==> src/hdl/smii_pkg.sv <==
// Shared constants for the serial media-independent port block
package smii_pkg;
  localparam int          SEG_BITS    = 10;        // Bits in one segment
  localparam int          CNT_W       = 4;         // Width of bit counters
  localparam logic [3:0]  BIT_FIRST   = 4'h0;      // Counter at first bit
  localparam logic [3:0]  BIT_SECOND  = 4'h1;      // Counter after first bit
  localparam logic [3:0]  BIT_LAST    = 4'h9;      // Counter at tenth bit
  localparam logic [3:0]  CNT_RST     = 4'h0;      // Receive counter after a load
  localparam logic [3:0]  SS_CNT_RST  = 4'h9;      // First launch loads
  localparam int          SYNC_STAGES = 3;         // Flops on a pin input
  localparam logic        MDIO_IDLE   = 1'b1;      // Pulled-up pin level
  localparam int          RX_PERIOD   = 20;        // Mclk per rx segment
  localparam int          TX_LATENCY  = 10;        // Mark to segment valid
endpackage

==> src/hdl/serial_mii_sync_port.sv <==
// Per-port serial receive and transmit paths, management pin and interrupt
module serial_mii_sync_port #(
  parameter int PORTS = 8
) (
  input  wire logic                      mclk_i,
  input  wire logic                      reset_i,
  input  wire logic                      srcsync_mode_i,
  input  wire logic                      mac_sync_i,
  input  wire logic                      tx_segment_marker_i,
  input  wire logic                      tx_source_clock_i,
  input  wire logic [PORTS-1:0]          tx_serial_in_i,
  input  wire logic [PORTS*10-1:0]       rx_segment_i,
  input  wire logic                      int_enable_i,
  input  wire logic                      status_change_i,
  input  wire logic                      mdio_i,
  input  wire logic                      mgmt_mdo_i,
  input  wire logic                      mgmt_drive_i,
  output logic      [PORTS*10-1:0]       tx_segment_o,
  output logic                           tx_segment_valid_o,
  output logic      [PORTS-1:0]          rx_serial_out_plain_o,
  output logic      [PORTS-1:0]          rx_serial_out_srcsync_o,
  output logic                           rx_segment_marker_o,
  output logic                           rx_source_clock_o,
  output logic                           rx_segment_take_o,
  output logic                           mdio_o,
  output logic                           mdio_oe_n_o,
  output logic                           mgmt_mdi_o,
  output logic                           mgmt_interrupt_n_o,
  output logic                           mgmt_interrupt_oe_n_o
);
  localparam int SW = PORTS + 3;
  localparam int SB = smii_pkg::SEG_BITS;
  // Filter rests at each pin's idle level, so no false edge after reset
  localparam logic [SW-1:0] PIN_IDLE = {smii_pkg::MDIO_IDLE, {(SW-1){1'b0}}};

  ////////////////////////////////////////////////////////////////////////////
  // Pin synchronisers
  logic [SW-1:0] s1_r;
  logic [SW-1:0] s2_r;
  logic [SW-1:0] s3_r;
  logic [SW-1:0] filt_r;
  logic          tx_source_clock_prev_r;
  wire  [SW-1:0] pins_in = {mdio_i, tx_source_clock_i, tx_segment_marker_i,
                            tx_serial_in_i};

  // Three stages; a level counts only once stages two and three agree
  always_ff @(posedge mclk_i or posedge reset_i) begin
    if (reset_i) begin
      s1_r         <= PIN_IDLE;
      s2_r         <= PIN_IDLE;
      s3_r         <= PIN_IDLE;
      filt_r       <= PIN_IDLE;
      tx_source_clock_prev_r <= 1'b0;
    end else begin
      s1_r         <= pins_in;
      s2_r         <= s1_r;
      s3_r         <= s2_r;
      filt_r       <= (s2_r & s3_r) | (filt_r & (s2_r | s3_r));
      tx_source_clock_prev_r <= filt_r[PORTS+1];
    end
  end

  // Plain-mode pins share mclk and skip the filter: a bit lasts one cycle
  wire [PORTS-1:0] tx_bits    = srcsync_mode_i ? filt_r[PORTS-1:0]
                                               : tx_serial_in_i;
  wire             f_sync     = mac_sync_i;
  wire             f_txmark   = filt_r[PORTS];
  wire             f_tx_source_clock    = filt_r[PORTS+1];
  wire             f_mdio     = filt_r[PORTS+2];
  // Rises are seen only while the source clock stays at or below mclk/4
  wire             tx_source_clock_rise = f_tx_source_clock & ~tx_source_clock_prev_r;

  ////////////////////////////////////////////////////////////////////////////
  // Transmit deserialiser
  wire tx_step = srcsync_mode_i ? tx_source_clock_rise : 1'b1;
  wire tx_mark = srcsync_mode_i ? f_txmark : f_sync;
  logic [smii_pkg::CNT_W-1:0] tx_cnt_r;
  logic [smii_pkg::CNT_W-1:0] tx_cnt_nxt;
  logic                       tx_done;
  logic [PORTS*SB-1:0]        tx_sr_r;

  // Marker restarts the count; without any marker the counter idles
  always_comb begin
    tx_cnt_nxt = tx_cnt_r;
    tx_done    = 1'b0;
    if (tx_step) begin
      if (tx_mark) begin
        tx_cnt_nxt = smii_pkg::BIT_SECOND;
      end else if (tx_cnt_r == smii_pkg::BIT_LAST) begin
        tx_cnt_nxt = smii_pkg::BIT_FIRST;
        tx_done    = 1'b1;
      end else if (tx_cnt_r != smii_pkg::BIT_FIRST) begin
        tx_cnt_nxt = tx_cnt_r + smii_pkg::BIT_SECOND;
      end
    end
  end

  // Counter and valid strobe
  always_ff @(posedge mclk_i or posedge reset_i) begin
    if (reset_i) begin
      tx_cnt_r           <= smii_pkg::BIT_FIRST;
      tx_segment_valid_o <= 1'b0;
    end else begin
      tx_cnt_r           <= tx_cnt_nxt;
      tx_segment_valid_o <= tx_done;
    end
  end

  ////////////////////////////////////////////////////////////////////////////
  // Receive side timing
  logic                       rx_source_clock_r;
  logic [smii_pkg::CNT_W-1:0] ss_cnt_r;
  wire  rx_step     = rx_source_clock_r;  // Next edge drops the clock: launch here
  wire  ss_load     = rx_step & (ss_cnt_r == smii_pkg::BIT_LAST);
  wire  [smii_pkg::CNT_W-1:0] ss_cnt_inc = ss_cnt_r + smii_pkg::BIT_SECOND;
  assign rx_source_clock_o = rx_source_clock_r;
  assign rx_segment_take_o = srcsync_mode_i ? ss_load : f_sync;

  // Divide-by-two receive clock and free-running segment count
  always_ff @(posedge mclk_i or posedge reset_i) begin
    if (reset_i) begin
      rx_source_clock_r             <= 1'b0;
      ss_cnt_r            <= smii_pkg::SS_CNT_RST;
      rx_segment_marker_o <= 1'b0;
    end else begin
      rx_source_clock_r <= ~rx_source_clock_r;
      if (rx_step) begin
        ss_cnt_r            <= ss_load ? smii_pkg::CNT_RST : ss_cnt_inc;
        rx_segment_marker_o <= ss_load;
      end
    end
  end

  ////////////////////////////////////////////////////////////////////////////
  // Per-port shift registers
  logic [PORTS*SB-1:0] rxp_sr_r;
  logic [PORTS*SB-1:0] rxs_sr_r;
  logic [PORTS-1:0]    seg_bit0;

  genvar p;
  generate
    for (p = 0; p < PORTS; p++) begin : g_port
      wire [SB-1:0] seg = rx_segment_i[p*SB +: SB];
      assign seg_bit0[p] = seg[0];
      // Transmit bits enter at the top; first bit lands in bit zero
      always_ff @(posedge mclk_i or posedge reset_i) begin
        if (reset_i) begin
          tx_sr_r[p*SB +: SB]      <= '0;
          tx_segment_o[p*SB +: SB] <= '0;
        end else begin
          if (tx_step) begin
            tx_sr_r[p*SB +: SB] <= {tx_bits[p], tx_sr_r[p*SB+1 +: SB-1]};
          end
          if (tx_done) begin
            tx_segment_o[p*SB +: SB] <=
              {tx_bits[p], tx_sr_r[p*SB+1 +: SB-1]};
          end
        end
      end
      // Plain receive is aligned to the MAC sync once per segment and shifts one bit each reference cycle
      always_ff @(posedge mclk_i or posedge reset_i) begin
        if (reset_i) begin
          rxp_sr_r[p*SB +: SB]     <= '0;
          rx_serial_out_plain_o[p] <= 1'b0;
        end else if (f_sync) begin
          rx_serial_out_plain_o[p] <= seg[0];
          rxp_sr_r[p*SB +: SB]     <= {1'b0, seg[SB-1:1]};
        end else begin
          rx_serial_out_plain_o[p] <= rxp_sr_r[p*SB];
          rxp_sr_r[p*SB +: SB]     <= {1'b0, rxp_sr_r[p*SB+1 +: SB-1]};
        end
      end
      // Source-synchronous receive steps once per receive clock
      always_ff @(posedge mclk_i or posedge reset_i) begin
        if (reset_i) begin
          rxs_sr_r[p*SB +: SB]       <= '0;
          rx_serial_out_srcsync_o[p] <= 1'b0;
        end else if (ss_load) begin
          rx_serial_out_srcsync_o[p] <= seg[0];
          rxs_sr_r[p*SB +: SB]       <= {1'b0, seg[SB-1:1]};
        end else if (rx_step) begin
          rx_serial_out_srcsync_o[p] <= rxs_sr_r[p*SB];
          rxs_sr_r[p*SB +: SB]       <= {1'b0, rxs_sr_r[p*SB+1 +: SB-1]};
        end
      end
    end
  endgenerate

  ////////////////////////////////////////////////////////////////////////////
  // Management pin and open-drain interrupt
  assign mgmt_interrupt_n_o = 1'b0;  // Open drain: only ever pulls low

  // Pin launch registered to keep the line free of glitches
  always_ff @(posedge mclk_i or posedge reset_i) begin
    if (reset_i) begin
      mdio_o                <= 1'b1;
      mdio_oe_n_o           <= 1'b1;
      mgmt_mdi_o            <= 1'b1;
      mgmt_interrupt_oe_n_o <= 1'b1;
    end else begin
      mdio_o                <= mgmt_mdo_i;
      mdio_oe_n_o           <= ~mgmt_drive_i;
      mgmt_mdi_o            <= f_mdio;
      mgmt_interrupt_oe_n_o <= ~(int_enable_i & status_change_i);
    end
  end
endmodule

==> config.mk <==
export PLATFORM = sky130hd
export DESIGN_NAME = serial_mii_sync_port
export DESIGN_NICKNAME = d
export VERILOG_FILES = /design/src/hdl/smii_pkg.sv /design/src/hdl/serial_mii_sync_port.sv
export SDC_FILE = /design/constraint.sdc
export NUM_CORES = 1
export LEC_CHECK = 0
export BUFFER_PORTS_ARGS = -buffer_cell sky130_fd_sc_hd__buf_2
export CELL_PAD_IN_SITES_DETAIL_PLACEMENT = 1
export CELL_PAD_IN_SITES_GLOBAL_PLACEMENT = 2
export CORE_ASPECT_RATIO = 0.9
export CORE_MARGIN = 4
export CORE_UTILIZATION = 45
export CTS_BUF_LIST = sky130_fd_sc_hd__clkbuf_4
export DETAILED_ROUTE_END_ITERATION = 8
export PLACE_DENSITY_LB_ADDON = 0.1
export SLEW_MARGIN = 25
export SYNTH_ARGS = -nofsm -noshare
export SYNTH_HDL_FRONTEND = slang
export SYNTH_SLANG_ARGS = --single-unit
==> constraint.sdc <==
create_clock -name mclk_i -period 37.6 [get_ports mclk_i]
set_clock_uncertainty 0.15 [all_clocks]
set_input_delay 7.52 -clock mclk_i [delete_from_list [all_inputs] [get_ports mclk_i]]
set_output_delay 7.52 -clock mclk_i [all_outputs]
set_load 0.01 [all_outputs]
Word level (Yosys, flattened, before mapping)
Cells that the tools add are included.
{ "totals": {"elab_cells": 140, "input_bits": 99, "reg_bits": 396} }
{ "classes": {"bitwise_logic": 11, "addsub": 2, "n_eq_ne": 2, "n_reduce_logical": 4, "n_mux": 59} }
{ "op_table": {"columns": ["operator", "n"], "rows": [
  ["two-way mux 10 bit", 16],
  ["two-way mux 9 bit", 8],
  ["two-way mux 1 bit", 30],
  ["bitwise AND 11 bit", 2],
  ["bitwise OR 11 bit", 2],
  ["two-way mux 4 bit", 4],
  ["adder 4 x 1 -> 4 bit (second input constant)", 2],
  ["== test 4 bit (second input constant)", 2],
  ["two-way mux 8 bit", 1],
  ["NOT 1 bit", 4],
  ["nonzero test 4 bit", 1],
  ["bitwise AND 1 bit", 3],
  ["nonzero test 3 bit", 1],
  ["AND reduction 2 bit", 1],
  ["nonzero test 2 bit", 1]
]} }

Longest topological paths before layout
{ "depth": {"ltp_word": 4, "ltp_mapped": 8, "depth_no_buf": 5} }

Worst setup path before layout
No wires, ideal clock.
{ "synth_timing": {"kind": "input-to-output", "start": "input srcsync_mode_i", "end": "output rx_segment_take_o", "stages": 3, "setup_slack_ps": 21608, "n_path_buf": 2, "arrival_ps": 8322, "required_ps": 29930, "path_cell_list": "buf_6 clkbuf_1 mux2_2"} }
{ "synth_between": {"elab_chain_len": 1} }
{ "synth_lines": {"columns": ["item", "line", "source"], "rows": [
  ["from (decl)", "serial_mii_sync_port.sv:7", "input wire logic srcsync_mode_i,"],
  ["two-way mux 1 bit", "serial_mii_sync_port.sv:117", "assign rx_segment_take_o = srcsync_mode_i ? ss_load : f_sync;"],
  ["to (decl)", "serial_mii_sync_port.sv:24", "output logic rx_segment_take_o,"]
]} }
Every way passes these cells.

Worst setup path in the final report
Ends and elaborated chain as after synthesis.

==> reports/summary.txt <==
later-pin clock latency in the skew report -> 0.71 ns
die extent in x -> 198 um
post-detailed-route count of antenna-violating nets -> 0
count of state elements after synthesis -> 372
Fmax -> 0.0617 GHz
buffer and inverter count on the worst path -> 2
TritonCTS clock tree -> yes
Reg area -> 9330 um2
leakage power figure -> 0.00851 uW
maximum number of pins on one net before global-route repair -> 173
maximum number of buffers from clock root to sink -> 3
slew margin rel. -> 0.327
number of CTS-inserted buffers -> 96
share of layout cells above drive strength 1 -> 0.452
Setup Viol. Count Final -> 0
Overall Power -> 1110 uW
worst endpoint data arrival time -> 8.53 ns
non-filler cells in the finished layout -> 1781
antenna violations before repair -> 8
post-synthesis sequential area ratio -> 0.640
cell family with most CP delay -> buffers and inverters
cts repair resizes -> 0
number of inserted filler cells in the final layout -> 3303
number of nets in the synthesized netlist -> 1147
endpoint kind of the worst setup timing path -> output pin
drt initial violations -> 367
area growth from synthesis to layout -> 17.6%
period utilisation layout -> 0.431
Net Switching -> 297 uW
shortest clock period the worst path allows after layout -> 16.20 ns
Switching Share -> 0.268
summed negative setup slack over all endpoints -> 0 ns
final count of hold timing violations -> 0
cell type of the slowest stage on the worst timing path -> sky130_fd_sc_hd__mux2_2
part of the power in registers -> 0.487
hold buffers post-CTS -> 0
launching element type of the critical path -> input pin
die footprint -> 35300 um2
run status -> finished, final reports clean
first drt pass iteration count -> 4
largest fanout of any net on the critical path -> 18
classification of the worst setup path -> in -> out
mean number of vias per cell -> 4.99
Max rail drop VDD -> 0.0398 mV
final-layout worst hold slack -> 0.201 ns
wire length of the first global-routing pass -> 50700 um
detailed-route DRC error count -> 0
Post-Syn Instances -> 1043
maximum level of the CTS H-tree -> 3
YS warnings -> 0
Async S/R FF share, synth -> 1.00
top-level port count -> 204
Primary FF master, synth -> sky130_fd_sc_hd__dfrtp_1
DP HPWL -> 18600 um
Tightest Hold Check Type -> reg -> reg
# port buffers -> 202
worst stage delay on the critical path -> 0.43 ns
initial cell density of the core -> 0.456
setup repair after global routing missed its margin -> no
placer congestion estimate -> 0.700
Maximum Capacitance Violations -> 0
setup slack of the most critical reg-to-reg path -> 34.77 ns
clock transition at the register clock pins on the worst setup and hold paths after CTS -> 0.07 ns
pins over their slew limit -> 0
Netlist cell types -> 45
Avg Synthesized Cell Area -> 14.0 um2
Req. time, crit path -> 29.93 ns
Die Y -> 179 um
number of global-route vias before repair -> 9585
Post-CTS Setup Inserts -> 0
total via count after detailed routing -> 8881
Syn Std Cell Area -> 14600 um2
clock share of power -> 0.330
number of placed instances with taps included -> 1605
routed length per instance -> 17.3 um
GRT Util Overall -> 0.176
placeable core area -> 32000 um2
num rows -> 62
combined area of the multi-input logic cells -> 4800 um2
count of flip-flops with a built-in enable after synthesis -> 0
final design utilization -> 0.536
power per standard cell area -> 64.5 nW/um2
Cell Int Power -> 809 uW
layout net count -> 1393
remaining global-route overflow -> 0
number of sinks on the clock net -> 372
Least-Margin Pin Slew -> 1.01 ns
most numerous cell on the critical path -> sky130_fd_sc_hd__buf_2
root buffer selected by CTS -> sky130_fd_sc_hd__clkbuf_4
relative contribution of combinational cells to total power -> 0.183
wire length after detailed routing -> 30800 um
crit path cell chain -> buf_2 > mux2_2 > buf_2
[metrics by stage]
| stage | area [um2] | setup WS, ns |
|---|---|---|
| finish | 17100 | 21.40 |
| global placement | 15800 | 21.38 |
| CTS | 17100 | 21.38 |
| global route | 17100 | 21.35 |
| floorplan | 14600 | 19.62 |
| detailed placement | 15800 | 21.38 |
[routing by layer]
layer,part of all wire,vias up,wire [um],track usage
met4,0.012,14,384,0.0594
met5,0.0029,-,88,0
met3,0.059,46,1830,0.0562
li1,-,4135,-,-
met1,0.47,4500,14500,0.249
met2,0.45,186,14000,0.259
[kinds of logic after synthesis]
logic type / Yosys count / synth area share
AOI/OAI and AO/OA: 95 / 0.0435
xor gates and xnor gates: 1 / 0.000601
adders and majority gates: 16 / 0.0118
buffers and inverters: 74 / 0.0323
DFF: 372 / 0.640
muxes: 235 / 0.202
other: 1 / 0.000257
and+or+nand+nor: 249 / 0.0700
[worst paths after layout]
path / cells after the start / from / to
min: 0 / s1_r[6]$_DFF_PP0_ / s2_r[6]$_DFF_PP0_
max reg2reg: 5 / rx_source_clock_o$_DFF_PP0_ / rxs_sr_r[73]$_DFFE_PP0P_
max: 3 / srcsync_mode_i / rx_segment_take_o
max in group asynchronous: 4 / reset_i / rxp_sr_r[63]$_DFF_PP0_
min in group asynchronous: 2 / reset_i / tx_segment_o[2]$_DFFE_PP0P_
min reg2reg: 0 / s1_r[6]$_DFF_PP0_ / s2_r[6]$_DFF_PP0_
[cell usage in the layout, fill, tap and decap left out, drive strengths merged, types with 2 or more instances in the layout]
master	instances
a21o	2
a22o	8
a31oi	72
and2	9
and4b	2
buf	212
bufinv	4
clkbuf	146
clkinv	19
dfrtp	362
dfstp	10
diode	3
ha	5
inv	12
maj3	11
mux2	234
nand2	151
nand3	3
nor2	75
o21ai	3
[final cells by class]
cell class	count	share of cell area
flip-flops and latches	372	0.544
well taps	416	0.0304
clock inverters	25	0.0118
clock buffers	146	0.0639
repair buffers	212	0.0670
diodes	3	0.000438
inverters	10	0.00263
multi-input cells	597	0.280
[flip-flops by register name, summed over array words and instances (netlist names)]
| signal | flops |
|---|---|
| mgmt_mdi_o | 1 |
| tx_source_clock_prev_r | 1 |
| rx_source_clock_o | 1 |
| s3_r | 11 |
| mgmt_interrupt_oe_n_o | 1 |
| tx_sr_r | 72 |
| ss_cnt_r | 4 |
| mdio_o | 1 |
| tx_segment_o | 80 |
| s1_r | 11 |
| filt_r | 11 |
| rxs_sr_r | 72 |
| rx_serial_out_srcsync_o | 8 |
| rx_segment_marker_o | 1 |
| tx_cnt_r | 4 |
| rxp_sr_r | 72 |
| s2_r | 11 |
| tx_segment_valid_o | 1 |
| rx_serial_out_plain_o | 8 |
| mdio_oe_n_o | 1 |
[synth_stat cells (all sizes together) (2+ instances only)]
cell / instances / area [um2]
a22o: 8 / 70.1
maj3: 11 / 110
buf: 36 / 328
dfrtp: 362 / 9060
inv: 10 / 37.5
a21o: 2 / 15.0
o21ai: 3 / 15.0
nand2: 151 / 567
and2: 9 / 56.3
mux2: 234 / 2930
clkbuf: 28 / 105
a31oi: 72 / 450
nand3: 3 / 15.0
and4b: 2 / 20.0
ha: 5 / 62.6
nor2: 75 / 282
dfstp: 10 / 263
[power groups by stage]
stage                     Clock [uW]  Combinational, uW  Sequential [uW]
after floorplan                    0                120              549
after global placement             0                198              541
after detailed placement           0                206              545
after CTS                        380                206              539
after global routing             405                220              550
final                            365                203              538
Power figures use the tool's default switching activity.
